[src/include/spu_cfg.svh]
// Purpose: Offsets, field positions and reset values of the serial port
// Assumes: 32-bit AHB-Lite register bus, one aligned word per register
// Notes: Included by the serial port design, assertions and bench
`ifndef SPU_CFG_SVH
`define SPU_CFG_SVH
// Register byte offsets
`define SPU_OFF_STOP     8'h00
`define SPU_OFF_CTRL     8'h04
`define SPU_OFF_STATUS   8'h08
`define SPU_OFF_TXHOLD   8'h0c
`define SPU_OFF_RXHOLD   8'h10
`define SPU_OFF_PORT     8'h14
`define SPU_OFF_BAUD     8'h18
// Control fields
`define SPU_CTRL_TE      0
`define SPU_CTRL_RE      1
`define SPU_CTRL_TIE     2
`define SPU_CTRL_TX_END_IRQ_ENABLE    3
`define SPU_CTRL_SYNC    4
`define SPU_CTRL_PAREN   5
// Status fields
`define SPU_ST_TX_BUFFER_EMPTY_FLAG      7
`define SPU_ST_RDRF      6
`define SPU_ST_OVERRUN_ERROR_FLAG      5
`define SPU_ST_FER       4
`define SPU_ST_PER       3
`define SPU_ST_TEND      2
`define SPU_ST_RER       1
// Port register fields
`define SPU_PORT_DATA    0
`define SPU_PORT_DIR     1
// Reset values
`define SPU_STOP_RST     1'b1
`define SPU_STATUS_RST   8'h84
`define SPU_BAUD_RST     16'h0363
`endif

[src/include/spu_pkg.sv]
// Purpose: Types shared by the serial port design
// Assumes: spu_cfg.svh holds all numbers
// Notes: Types only
package spu_pkg;
	typedef enum logic [1:0] {
		SPU_IDLE  = 2'b00,
		SPU_START = 2'b01,
		SPU_DATA  = 2'b10,
		SPU_STOP  = 2'b11
	} spu_state_t;
endpackage

[src/rtl/spu_serial_port.sv]
// Purpose: Serial port (async and clocked sync) with AHB-Lite register slave
// Assumes: Single 32-bit transfers, zero wait states, OKAY response only
// Notes: 8 data bits, optional even parity, one stop bit in async mode
//
// Summary of operation
// - After reset the block is stopped; registers other than stop control are inaccessible.
// - A break sets the framing error flag and possibly the parity error flag.
// - Reception continues after a break, so framing error sets again.
// - With transmit enable clear the output pin follows port direction and data.
// - Clearing transmit enable resets the transmitter at once and hands pin to port.
// - In sync mode transmission waits while overrun, framing or sync error is set.
// - Clearing receive enable leaves receive error flags untouched.
// - Moving holding register into shift register sets the buffer empty flag.
// - Holding register writes always land, overwriting an untransferred value.
// - Stopping resets transmit shift, holding and status; pin then follows port direction and data.
// - Stopping resets receive shift, holding and status; frame in flight invalid.
`timescale 1ns/10ps
`include "spu_cfg.svh"
module spu_serial_port
	import spu_pkg::*;
#(
	parameter int BAUD_W = 16
) (
	// Clock and reset
	input  wire logic        hclk,
	input  wire logic        hresetn,
	// AHB-Lite slave
	input  wire logic        hsel,
	input  wire logic [31:0] haddr,
	input  wire logic [1:0]  htrans,
	input  wire logic        hwrite,
	input  wire logic [2:0]  hsize,
	input  wire logic [31:0] hwdata,
	input  wire logic        hready,
	output logic      [31:0] hrdata,
	output logic             hreadyout,
	output logic             hresp,
	// Serial pins
	input  wire logic        rxd_in,
	input  wire logic        sck_in,
	output logic             txd_out,
	output logic             txd_oe,
	// Requests to the DMA controller
	output logic             tx_empty_request,
	output logic             rx_full_request
);
	// Bus address-phase capture
	logic        wr_pend_reg;
	logic        rd_pend_reg;
	logic [7:0]  addr_reg;
	// Registers
	logic        module_stop_reg;
	logic        transmit_enable, receive_enable, tx_empty_irq_enable, tx_end_irq_enable;
	logic        sync_mode_reg, parity_en_reg;
	logic [7:0]  tx_holding_register;
	logic [7:0]  rx_holding_register;
	logic        tx_buffer_empty_flag, rx_full_flag, overrun_error_flag;
	logic        framing_error_flag, parity_error_flag, tx_end_flag, sync_receive_error_flag;
	logic        port_data_register, port_dir_reg;
	logic [BAUD_W-1:0] baud_reg;
	// Transmitter
	spu_state_t  tx_state_reg;
	logic [7:0]  tx_shift_register;
	logic [3:0]  tx_bit_reg;
	logic        tx_par_reg, tx_line_reg;
	logic [BAUD_W-1:0] tx_cnt_reg;
	// Receiver
	spu_state_t  rx_state_reg;
	logic [7:0]  rx_shift_register;
	logic [3:0]  rx_bit_reg;
	logic        rx_par_reg;
	logic [BAUD_W-1:0] rx_cnt_reg;
	// Synchronisers
	logic        rxd_meta, rxd_sync, sck_meta, sck_sync, sck_prev;

	logic        wr_en, rd_en, sel_valid;
	logic        wr_ctrl, wr_status, wr_tx, rd_rx, rd_status_any;
	logic        tx_load, rx_done, rx_bad_frame, rx_bad_par;
	logic        sck_rise, sck_fall, tx_tick, rx_tick, rx_half;
	logic        rx_err_block, stopped, te_off;
	logic [31:0] status_word;

	// Pin inputs pass two flip-flops before use
	always_ff @(posedge hclk or negedge hresetn) begin
		if (!hresetn) begin
			rxd_meta <= 1'b1;
			rxd_sync <= 1'b1;
			sck_meta <= 1'b1;
			sck_sync <= 1'b1;
			sck_prev <= 1'b1;
		end else begin
			rxd_meta <= rxd_in;
			rxd_sync <= rxd_meta;
			sck_meta <= sck_in;
			sck_sync <= sck_meta;
			sck_prev <= sck_sync;
		end
	end
	assign sck_fall = sck_prev & ~sck_sync;
	assign sck_rise = ~sck_prev & sck_sync;

	// Address phase capture; zero wait states so hreadyout stays high
	assign sel_valid = hsel & hready & htrans[1];
	always_ff @(posedge hclk or negedge hresetn) begin
		if (!hresetn) begin
			wr_pend_reg <= 1'b0;
			rd_pend_reg <= 1'b0;
			addr_reg    <= 8'h00;
		end else begin
			wr_pend_reg <= sel_valid & hwrite;
			rd_pend_reg <= sel_valid & ~hwrite;
			addr_reg    <= haddr[7:0];
		end
	end
	assign hreadyout = 1'b1;
	assign hresp     = 1'b0;

	// Only stop control answers while stopped
	assign stopped   = module_stop_reg;
	assign wr_en     = wr_pend_reg & ~stopped;
	assign rd_en     = rd_pend_reg & ~stopped;
	assign wr_ctrl   = wr_en & (addr_reg == `SPU_OFF_CTRL);
	assign wr_status = wr_en & (addr_reg == `SPU_OFF_STATUS);
	assign wr_tx     = wr_en & (addr_reg == `SPU_OFF_TXHOLD);
	assign rd_rx     = rd_en & (addr_reg == `SPU_OFF_RXHOLD);
	assign rd_status_any = rd_en & (addr_reg == `SPU_OFF_STATUS);
	assign te_off    = ~transmit_enable;

	// Module stop control
	always_ff @(posedge hclk or negedge hresetn) begin
		if (!hresetn)
			module_stop_reg <= `SPU_STOP_RST;
		else if (wr_pend_reg && addr_reg == `SPU_OFF_STOP)
			module_stop_reg <= hwdata[0];
	end

	// Control, port and baud registers
	always_ff @(posedge hclk or negedge hresetn) begin
		if (!hresetn) begin
			transmit_enable     <= 1'b0;
			receive_enable      <= 1'b0;
			tx_empty_irq_enable <= 1'b0;
			tx_end_irq_enable   <= 1'b0;
			sync_mode_reg       <= 1'b0;
			parity_en_reg       <= 1'b0;
			port_data_register  <= 1'b0;
			port_dir_reg        <= 1'b0;
			baud_reg            <= BAUD_W'(`SPU_BAUD_RST);
		end else begin
			if (wr_ctrl) begin
				transmit_enable     <= hwdata[`SPU_CTRL_TE];
				receive_enable      <= hwdata[`SPU_CTRL_RE];
				tx_empty_irq_enable <= hwdata[`SPU_CTRL_TIE];
				tx_end_irq_enable   <= hwdata[`SPU_CTRL_TX_END_IRQ_ENABLE];
				sync_mode_reg       <= hwdata[`SPU_CTRL_SYNC];
				parity_en_reg       <= hwdata[`SPU_CTRL_PAREN];
			end
			if (wr_en && addr_reg == `SPU_OFF_PORT) begin
				port_data_register <= hwdata[`SPU_PORT_DATA];
				port_dir_reg       <= hwdata[`SPU_PORT_DIR];
			end
			if (wr_en && addr_reg == `SPU_OFF_BAUD)
				baud_reg <= hwdata[BAUD_W-1:0];
		end
	end

	// Holding register takes every write, old untransferred data is lost
	always_ff @(posedge hclk or negedge hresetn) begin
		if (!hresetn)
			tx_holding_register <= 8'h00;
		else if (stopped)
			tx_holding_register <= 8'h00;
		else if (wr_tx)
			tx_holding_register <= hwdata[7:0];
	end

	// Bit timing: baud divider in async mode, external clock edges in sync mode
	assign tx_tick = sync_mode_reg ? sck_fall : (tx_cnt_reg == '0);
	assign rx_tick = sync_mode_reg ? sck_rise : (rx_cnt_reg == '0);
	assign rx_half = rx_cnt_reg == (baud_reg >> 1);
	// Receive errors stall sync transmission until software clears them
	assign rx_err_block = sync_mode_reg &
		(overrun_error_flag | framing_error_flag | sync_receive_error_flag);
	assign tx_load = (tx_state_reg == SPU_IDLE) & ~tx_buffer_empty_flag & ~rx_err_block & transmit_enable;

	// Transmitter; clearing enable abandons any frame at once
	always_ff @(posedge hclk or negedge hresetn) begin
		if (!hresetn) begin
			tx_state_reg      <= SPU_IDLE;
			tx_shift_register <= 8'h00;
			tx_bit_reg        <= 4'h0;
			tx_par_reg        <= 1'b0;
			tx_line_reg       <= 1'b1;
			tx_cnt_reg        <= '0;
		end else if (te_off || stopped) begin
			tx_state_reg      <= SPU_IDLE;
			tx_shift_register <= 8'h00;
			tx_bit_reg        <= 4'h0;
			tx_line_reg       <= 1'b1;
			tx_cnt_reg        <= '0;
		end else begin
			tx_cnt_reg <= (tx_cnt_reg == '0) ? baud_reg : tx_cnt_reg - 1'b1;
			unique case (tx_state_reg)
				SPU_IDLE: begin
					if (tx_load) begin
						tx_shift_register <= tx_holding_register;
						tx_par_reg        <= 1'b0;
						tx_bit_reg        <= sync_mode_reg ? 4'hf : 4'h0; // Sync first fall only shows bit 0
						tx_cnt_reg        <= baud_reg;
						tx_state_reg      <= sync_mode_reg ? SPU_DATA : SPU_START;
						tx_line_reg       <= sync_mode_reg ? tx_line_reg : 1'b0;
					end
				end
				SPU_START: begin
					if (tx_tick) begin
						tx_line_reg  <= tx_shift_register[0];
						tx_state_reg <= SPU_DATA;
					end
				end
				SPU_DATA: begin
					if (sync_mode_reg && tx_tick && tx_bit_reg == 4'hf)
						tx_line_reg <= tx_shift_register[0];
					else if (tx_tick) begin
						tx_par_reg        <= tx_par_reg ^ tx_shift_register[0];
						tx_shift_register <= {1'b0, tx_shift_register[7:1]};
						tx_line_reg       <= tx_shift_register[1];
						if (tx_bit_reg == 4'h7 && !parity_en_reg) begin
							tx_line_reg  <= 1'b1;
							tx_state_reg <= sync_mode_reg ? SPU_IDLE : SPU_STOP;
						end else if (tx_bit_reg == 4'h7) begin
							tx_line_reg <= tx_par_reg ^ tx_shift_register[0];
						end else if (tx_bit_reg == 4'h8) begin
							tx_line_reg  <= 1'b1;
							tx_state_reg <= SPU_STOP;
						end
					end
					// Sync pre-count wraps to 0 so all eight data bits leave before idle
					if (tx_tick)
						tx_bit_reg <= tx_bit_reg + 4'h1;
				end
				SPU_STOP: begin
					if (tx_tick)
						tx_state_reg <= SPU_IDLE;
				end
			endcase
		end
	end

	// Receiver keeps running through a break so framing errors repeat
	assign rx_bad_frame = ~sync_mode_reg & ~rxd_sync;
	assign rx_bad_par   = parity_en_reg & (rx_par_reg != rxd_sync);
	assign rx_done      = (rx_state_reg == SPU_STOP) & (sync_mode_reg ? 1'b1 : rx_tick);
	always_ff @(posedge hclk or negedge hresetn) begin
		if (!hresetn) begin
			rx_state_reg      <= SPU_IDLE;
			rx_shift_register <= 8'h00;
			rx_bit_reg        <= 4'h0;
			rx_par_reg        <= 1'b0;
			rx_cnt_reg        <= '0;
		end else if (!receive_enable || stopped) begin
			rx_state_reg      <= SPU_IDLE;
			rx_shift_register <= 8'h00;
			rx_bit_reg        <= 4'h0;
			rx_cnt_reg        <= '0;
		end else begin
			rx_cnt_reg <= (rx_cnt_reg == '0) ? baud_reg : rx_cnt_reg - 1'b1;
			unique case (rx_state_reg)
				SPU_IDLE: begin
					rx_bit_reg <= 4'h0;
					rx_par_reg <= 1'b0;
					if (sync_mode_reg && sck_rise) begin
						rx_shift_register <= {rxd_sync, rx_shift_register[7:1]};
						rx_bit_reg        <= 4'h1;
						rx_state_reg      <= SPU_DATA;
					end else if (!sync_mode_reg && !rxd_sync) begin
						rx_cnt_reg   <= baud_reg;
						rx_state_reg <= SPU_START;
					end
				end
				SPU_START: begin
					if (rx_half)
						rx_cnt_reg <= baud_reg;
					if (rx_half)
						rx_state_reg <= SPU_DATA;
				end
				SPU_DATA: begin
					if (rx_tick) begin
						rx_bit_reg <= rx_bit_reg + 4'h1;
						if (rx_bit_reg < 4'h8) begin
							rx_shift_register <= {rxd_sync, rx_shift_register[7:1]};
							rx_par_reg        <= rx_par_reg ^ rxd_sync;
						end
						if ((rx_bit_reg == 4'h7 && !parity_en_reg) || rx_bit_reg == 4'h8)
							rx_state_reg <= SPU_STOP;
					end
				end
				SPU_STOP: begin
					if (rx_done)
						rx_state_reg <= SPU_IDLE;
				end
			endcase
		end
	end

	// Status flags; hardware set wins over software clear, write 0 clears
	always_ff @(posedge hclk or negedge hresetn) begin
		if (!hresetn) begin
			{tx_buffer_empty_flag, rx_full_flag, overrun_error_flag, framing_error_flag,
			 parity_error_flag, tx_end_flag, sync_receive_error_flag} <= 7'h42;
			rx_holding_register <= 8'h00;
		end else if (stopped) begin
			tx_buffer_empty_flag    <= 1'b1;
			tx_end_flag             <= 1'b1;
			rx_full_flag            <= 1'b0;
			overrun_error_flag      <= 1'b0;
			framing_error_flag      <= 1'b0;
			parity_error_flag       <= 1'b0;
			sync_receive_error_flag <= 1'b0;
			rx_holding_register     <= 8'h00;
		end else begin
			// Error flags are cleared here and by stopping, never by receive enable
			if (wr_status) begin
				if (!hwdata[`SPU_ST_TX_BUFFER_EMPTY_FLAG]) tx_buffer_empty_flag    <= 1'b0;
				if (!hwdata[`SPU_ST_RDRF]) rx_full_flag            <= 1'b0;
				if (!hwdata[`SPU_ST_OVERRUN_ERROR_FLAG]) overrun_error_flag      <= 1'b0;
				if (!hwdata[`SPU_ST_FER])  framing_error_flag      <= 1'b0;
				if (!hwdata[`SPU_ST_PER])  parity_error_flag       <= 1'b0;
				if (!hwdata[`SPU_ST_TEND]) tx_end_flag             <= 1'b0;
				if (!hwdata[`SPU_ST_RER])  sync_receive_error_flag <= 1'b0;
			end
			if (rd_rx)
				rx_full_flag <= 1'b0;
			if (tx_load) begin
				tx_buffer_empty_flag <= 1'b1;
				tx_end_flag          <= 1'b0;
			end
			if (tx_state_reg != SPU_IDLE && te_off)
				tx_end_flag <= 1'b1;
			if (rx_done) begin
				if (rx_full_flag) begin
					overrun_error_flag      <= 1'b1;
					sync_receive_error_flag <= sync_mode_reg;
				end else if (rx_bad_frame)
					framing_error_flag <= 1'b1;
				else begin
					rx_holding_register <= rx_shift_register;
					if (rx_bad_par && !sync_mode_reg)
						parity_error_flag <= 1'b1;
					else
						rx_full_flag <= 1'b1;
				end
				if (rx_bad_frame && rx_bad_par)
					parity_error_flag <= 1'b1;
			end
		end
	end

	// Pin: shifter while enabled, port registers otherwise
	always_ff @(posedge hclk or negedge hresetn) begin
		if (!hresetn) begin
			txd_out <= 1'b1;
			txd_oe  <= 1'b0;
		end else if (transmit_enable && !stopped) begin
			txd_out <= tx_line_reg;
			txd_oe  <= 1'b1;
		end else begin
			txd_out <= port_data_register;
			txd_oe  <= port_dir_reg;
		end
	end

	// DMA requests; receive full is the only source for receive reads
	always_ff @(posedge hclk or negedge hresetn) begin
		if (!hresetn) begin
			tx_empty_request <= 1'b0;
			rx_full_request  <= 1'b0;
		end else begin
			tx_empty_request <= tx_buffer_empty_flag & tx_empty_irq_enable & transmit_enable & ~stopped;
			rx_full_request  <= rx_full_flag & receive_enable & ~stopped;
		end
	end

	// Read data
	assign status_word = {24'h0, tx_buffer_empty_flag, rx_full_flag, overrun_error_flag,
		framing_error_flag, parity_error_flag, tx_end_flag, sync_receive_error_flag, 1'b0};
	always_comb begin
		hrdata = 32'h0000_0000;
		if (rd_pend_reg && addr_reg == `SPU_OFF_STOP)
			hrdata = {31'h0, module_stop_reg};
		else if (rd_en) begin
			unique case (addr_reg)
				`SPU_OFF_CTRL:   hrdata = {26'h0, parity_en_reg, sync_mode_reg, tx_end_irq_enable,
					tx_empty_irq_enable, receive_enable, transmit_enable};
				`SPU_OFF_STATUS: hrdata = status_word;
				`SPU_OFF_TXHOLD: hrdata = {24'h0, tx_holding_register};
				`SPU_OFF_RXHOLD: hrdata = {24'h0, rx_holding_register};
				`SPU_OFF_PORT:   hrdata = {30'h0, port_dir_reg, port_data_register};
				`SPU_OFF_BAUD:   hrdata = 32'(baud_reg);
				default:         hrdata = 32'h0000_0000;
			endcase
		end
	end
endmodule

[config.mk]
export PLATFORM = sky130hd
export DESIGN_NAME = spu_serial_port
export DESIGN_NICKNAME = d
export VERILOG_FILES = /design/src/include/spu_pkg.sv /design/src/rtl/spu_serial_port.sv
export VERILOG_INCLUDE_DIRS = /design/src /design/src/include
export SDC_FILE = /design/constraint.sdc
export NUM_CORES = 1
export LEC_CHECK = 0
export BUFFER_PORTS_ARGS = -buffer_cell sky130_fd_sc_hd__clkbuf_2
export CAP_MARGIN = 10
export CELL_PAD_IN_SITES_DETAIL_PLACEMENT = 1
export CELL_PAD_IN_SITES_GLOBAL_PLACEMENT = 1
export CORE_MARGIN = 4
export CORE_UTILIZATION = 40
export DETAILED_ROUTE_END_ITERATION = 7
export PLACE_DENSITY = 0.77
export RECOVER_POWER = 50
export SLEW_MARGIN = 10
export SYNTH_ARGS = -nofsm -noshare
export SYNTH_HDL_FRONTEND = slang
export SYNTH_SLANG_ARGS = --single-unit
[constraint.sdc]
create_clock -name hclk -period 3.12 [get_ports hclk]
set_clock_uncertainty 0.05 [all_clocks]
set_input_delay 0.936 -clock hclk [delete_from_list [all_inputs] [get_ports hclk]]
set_output_delay 0.936 -clock hclk [all_outputs]
set_load 0.005 [all_outputs]
==> results of run 1 <==
## critical path, cell delays in order (launching register included)
cell,delay (ps)
dfrtp_1,360
or4_4,540
or3b_4,450
nor2_2,160
buf_4,160
a22oi_1,90
a31oi_1,230
clkbuf_2,170
## layout by cell type (no fill, tap or decap), drive strengths merged, types with 11 or more instances in the layout
cell	instances
a21oi	40
clkbuf	70
buf	42
inv	30
mux2	27
nand4	11
mux2i	21
nor4	12
nor2	70
xnor2	14
o21ai	60
nand2	55
xor2	28
ha	16
dfstp	16
nand2b	18
nor3	20
conb	18
a211oi	27
and3	11
nand3	41
dfrtp	114
## cells in the mapped netlist (5+ instances only)
cell type  number
nand3_1        41
or3_1           6
and3_1         11
nand2b_1       18
buf_4          20
inv_1          27
xor2_1         28
nor3_1         14
nor4_1         10
dfstp_2        16
o211ai_1        9
mux2_2         25
o21ai_0        58
mux2i_1        21
nand2_1        55
xnor2_1        14
nand4_1        11
a21oi_1        40
o31ai_1         5
a211oi_1       26
o2bb2ai_1       6
nor2_1         68
clkbuf_1       31
dfrtp_1       114
nor2b_1         6
a22oi_1         9
a31oi_1        10
ha_1           16
## power by group
part           switching [mW]  internal (mW)
clock network           0.806           1.39
registers               0.260           1.85
logic                    2.36           1.48
## per-stage QoR
stage                     std cells  setup WS, ps
after floorplan                 836          37.9
final                          1155          -473
after global routing           1155          -570
after global placement         1123          -164
after detailed placement       1123          -207
after CTS                      1155          -497
## path summary, 6_finish.rpt
path | start | end | slack [ps] | cells after the start
max | addr_reg[0] | hrdata[5] | -470 | 7
min | rxd_meta | rxd_sync | 310 | 0
max reg2reg | rx_cnt_reg[1] | rx_cnt_reg[14] | 430 | 9
min reg2reg | rxd_meta | rxd_sync | 310 | 0
max in group asynchronous | hresetn | tx_cnt_reg[12] | 320 | 2
min in group asynchronous | hresetn | tx_shift_register[2] | 1160 | 1
## cells by family (layout without fill, tap and decap cells)
logic type | Yosys count | after routing | share of synthesized area
xor gates and xnor gates | 42 | 42 | 0.0475
buffers and inverters | 91 | 150 | 0.0621
AOI/OAI and AO/OA | 205 | 205 | 0.173
other | 2 | 18 | 0.000969
muxes | 48 | 48 | 0.0663
adders and majority gates | 16 | 16 | 0.0258
DFF | 130 | 130 | 0.422
and+or+nand+nor | 286 | 286 | 0.202
## per-layer routing
| layer | global-route usage | wire (um) | vias to the layer above |
|---|---|---|---|
| met4 | 0.0694 | 526 | 0 |
| met1 | 0.290 | 10500 | 3342 |
| li1 | - | - | 3084 |
| met3 | 0.0478 | 1070 | 39 |
| met5 | 0 | 0 | - |
| met2 | 0.360 | 11300 | 197 |
## cell type report
type / count / area [sq um] / share of cell area
Multi-Input combinational cell: 615 / 4080 / 0.454
Clock inverter: 11 / 175 / 0.0195
Sequential cell: 130 / 3270 / 0.364
Tap cell: 260 / 325 / 0.0362
Clock buffer: 21 / 460 / 0.0512
Timing Repair Buffer: 91 / 574 / 0.0639
Inverter: 27 / 101 / 0.0113
## repair_timing
item | CTS | global route
pin swaps | 5 | 1
setup endpoints to repair | 16 | 23
resized for setup | 3 | 5
==> results.md, run 1 <==
* Status: finished, violations left
* Failing checks: capacitance limit, slew limit, setup timing
* Post-Synthesis Cells at 820
* # IOs at 114
* Max VDD drop at 0.000437 V
* Max cap viols at 1
* Yosys reg bits at 130
* Post-synth EDFFs at 0
* CTS root buf: clkbuf_16
* Worst-path clk slew at 60 ps
* Leak at 3.93 nW
* Pwr Density at 907 nW/um^2
* Fmax at 278 MHz
* Final net count at 974
* Post-layout util at 0.476
* Largest net degree at the start of global routing at 63
* Arr. time, crit path at 2610 ps
* Prevailing post-synth register cell: dfrtp_1
* Total detailed-routing wirelength at 23.3 mm
* CORE AREA at 18,900 sq um
* Final min period at 3590 ps
* CTS tree: done
* Chip Height at 147 um
* Drc violations at 0
* GRT Total Usage at 0.219
* Fraction of registers with async set/reset at 1.00
* Sequential fraction of the synthesis area at 0.422
* I/O Buffers at 51
* Number of global-route vias before repair at 7,140
* Slew margin rel. at -0.569
* First-pass iteration count of the detailed router at 5
* Worst Setup End Kind: output pin
* First-pass GRT wire length at 38.0 mm
* Detailed Place HPWL at 16.8 mm
* DP Area at 8350 sq um
* # fillers at 2,223
* Synth cell types at 85
* RePlAce Congestion at 0.859
* Post-DRT Antenna Nets at 0
* Final setup fails at 16
* CP max FO at 6
* CTS Buf Count at 17
* Initial antenna violation count at 0
* Max clock buf depth at 2
* Worst hold-check path type: register to register
* Hold slack at 306 ps
* RSZ-0062 raised after global routing: yes
* Final Cell Area at 8990 sq um
* Clock sink total at 130
* Fin Setup TNS at -6840 ps
* Initial drt markers at 451
* Worst endpoint required time at 2130 ps
* Die area at 21,700 sq um
* Synth area leaders: dfrtp_1 (37%), dfstp_2 (5.4%), o21ai_0 (3.7%), mux2_2 (3.6%), nor2_1 (3.3%)
* N_diodes at 0
* CP startpoint kind: register
* Fin crit share at 1.15
* Vias/cell at 5.77
* Post-Syn Area per Cell at 9.45 sq um
* Post-synth top area share at 0.368
* Total number of vias at 6,662
* Least-Margin Pin Slew at 2350 ps
* Yosys top cell by area: dfrtp_1
* Final Max Tran Viols at 45
* Die Width at 147 um
* Number of cell rows at 50
* Total Power at 8.15 mW
* Final Hold Fails at 0
* Area grow syn2layout at 16.0%
* # H-tree levels at 4
* Post-synthesis cell area at 7750 sq um
* Clock Latency Late Sink at 430 ps
* # hold bufs at CTS at 0
* Critical path type: register to output pin
* GRT overflow at 0
* Fin worst setup slack at -473 ps
* Drt wl/cell at 20.2 um
* Post-CTS setup buffer count at 0
* Initial Util at 0.410
* Fraction of layout cells with a size suffix above 1 at 0.216
* Yosys warns at 0
Power figures use the tool's default switching activity.
==> run 2, diff against run 1 <==
BUFFER_PORTS_ARGS = default   (was -buffer_cell sky130_fd_sc_hd__clkbuf_2)
DONT_BUFFER_PORTS = 1   (was default)
PLACE_DENSITY = 0.7   (was 0.77)
RECOVER_POWER = 25   (was 50)
==> run 2 against run 1 <==
  * The run ends with setup timing left
  * Clock power about the same
  * Cell count is 4.8% lower
  * Sequential power about the same
  * Largest power group unchanged
==> results.md, run 2 (synthesis gave the netlist of run 1 again) <==
* Status: finished, violations left
* Failing checks: setup timing
* Largest net degree at the start of global routing at 131
* Final min period at 3540 ps
* GRT overflow at 0
* RSZ-0062 raised after global routing: yes
* CTS tree: done
* Reg2reg start: rx_cnt_reg[0]
* Clock sink total at 130
* GRT Total Usage at 0.221
* First-pass iteration count of the detailed router at 5
* Worst Setup End Kind: output pin
* DP Area at 8000 sq um
* Final Max Tran Viols at 0
* Hold slack at 150 ps
* Die Width at 147 um
* Total Power at 8.04 mW
* Fin crit share at 1.14
* Critical path type: register to output pin
* I/O Buffers at 0
* Arr. time, crit path at 2560 ps
* Worst endpoint required time at 2130 ps
* R2R Setup Slk at 330 ps
* Initial drt markers at 329
* Number of global-route vias before repair at 6,836
* Leak at 3.69 nW
* FF-to-FF path depth at 9
* Max clock buf depth at 2
* Detailed Place HPWL at 16.3 mm
* Least-Margin Pin Slew at 1350 ps
* Fmax at 282 MHz
* CTS root buf: clkbuf_16
* Worst r2r dst: rx_cnt_reg[15]
* Placed insts at 1,064
* Initial antenna violation count at 0
* Total detailed-routing wirelength at 23.4 mm
* N_diodes at 0
* Most frequent cells in the layout: dfrtp_1 (114), nor2_1 (67), o21ai_0 (58), nand2_1 (55), nand3_1 (41)
* First-pass GRT wire length at 37.8 mm
* Fraction of layout cells with a size suffix above 1 at 0.182
* RePlAce Congestion at 0.923
* CP startpoint kind: register
* Number of cell rows at 50
* # IOs at 114
* Drt wl/cell at 21.3 um
* Final net count at 918
* CP max FO at 6
* Max VDD drop at 0.000438 V
* Final Hold Fails at 0
* Worst hold-check path type: primary input to async pin
* Total number of vias at 6,480
* Vias/cell at 5.90
* Slew margin rel. at 0.0838
* Post-DRT Antenna Nets at 0
* Final Cell Area at 8780 sq um
* Initial Util at 0.410
* # hold bufs at CTS at 0
* CORE AREA at 18,900 sq um
* Fin worst setup slack at -422 ps
* Chip Height at 147 um
* Final setup fails at 16
* Drc violations at 0
* Max cap viols at 0
* # H-tree levels at 4
* Clock Latency Late Sink at 430 ps
* Pwr Density at 916 nW/um^2
* Crit path to: hrdata[2]
* Area grow syn2layout at 13.3%
* CTS Buf Count at 17
* Non-Filler Instances at 1,099
* Start point of the critical path: addr_reg[6]
* Most common cell after layout, fill and taps aside: dfrtp_1
* Worst-path clk slew at 70 ps
* Die area at 21,700 sq um
* # fillers at 2,153
[run 2: worst min path at each step]
stage	startpoint	endpoint	slack, ps	depth (start not counted)
after global placement	sck_meta	sck_sync	300	0
after detailed placement	rxd_meta	rxd_sync	300	0
after global routing	hresetn	tx_cnt_reg[14]	130	0
after CTS	hresetn	rx_cnt_reg[12]	130	0
final	hresetn	tx_cnt_reg[14]	150	0
after floorplan	rxd_meta	rxd_sync	300	0
[run 2: through the flow]
step / setup WS [ps] / util / TNS, ps
CTS: -449 / 0.462 / -6570
floorplan: 37.9 / - / 0
detailed placement: -116 / 0.424 / -906
global placement: -109 / 0.424 / -327
finish: -422 / 0.465 / -5890
global route: -528 / 0.465 / -7440
[run 2: metal layers]
| layer | part of all wire | vias up | global-route usage |
|---|---|---|---|
| met2 | 0.49 | 170 | 0.368 |
| met3 | 0.061 | 41 | 0.0577 |
| li1 | - | 2969 | - |
| met5 | 0 | - | 0 |
| met1 | 0.43 | 3300 | 0.281 |
| met4 | 0.021 | 0 | 0.0699 |
[run 2: final cells by class]
cell class | count | area [sq um] | share of cell area
multi-input combinational | 615 | 4170 | 0.475
sequential | 130 | 3270 | 0.373
clock buffer | 18 | 439 | 0.0500
tap | 260 | 325 | 0.0370
timing repair buffer | 35 | 278 | 0.0316
clock inverter | 14 | 191 | 0.0218
inverter | 27 | 101 | 0.0115
[run 2: report_power, final]
part	internal (mW)	total, mW	switching (mW)	leakage, nW
Combinational	1.42	3.75	2.33	1.68
Clock	1.31	2.16	0.857	0.304
Sequential	1.85	2.13	0.278	1.71
Total	4.58	8.04	3.46	3.69
[run 2: critical path: stages, from the launching register on]
cell and delay [ps]:
dfrtp_1 360, or4_4 540, or3b_4 480, nor2_4 190, buf_6 150, a22oi_1 90, a31oi_1 150, buf_4 160
[run 2: repair_timing]
item,CTS,global route
setup buffers,3,1
resized for setup,17,10
endpoints found under the setup margin,16,16
pin swaps,11,3
gates cloned,0,0
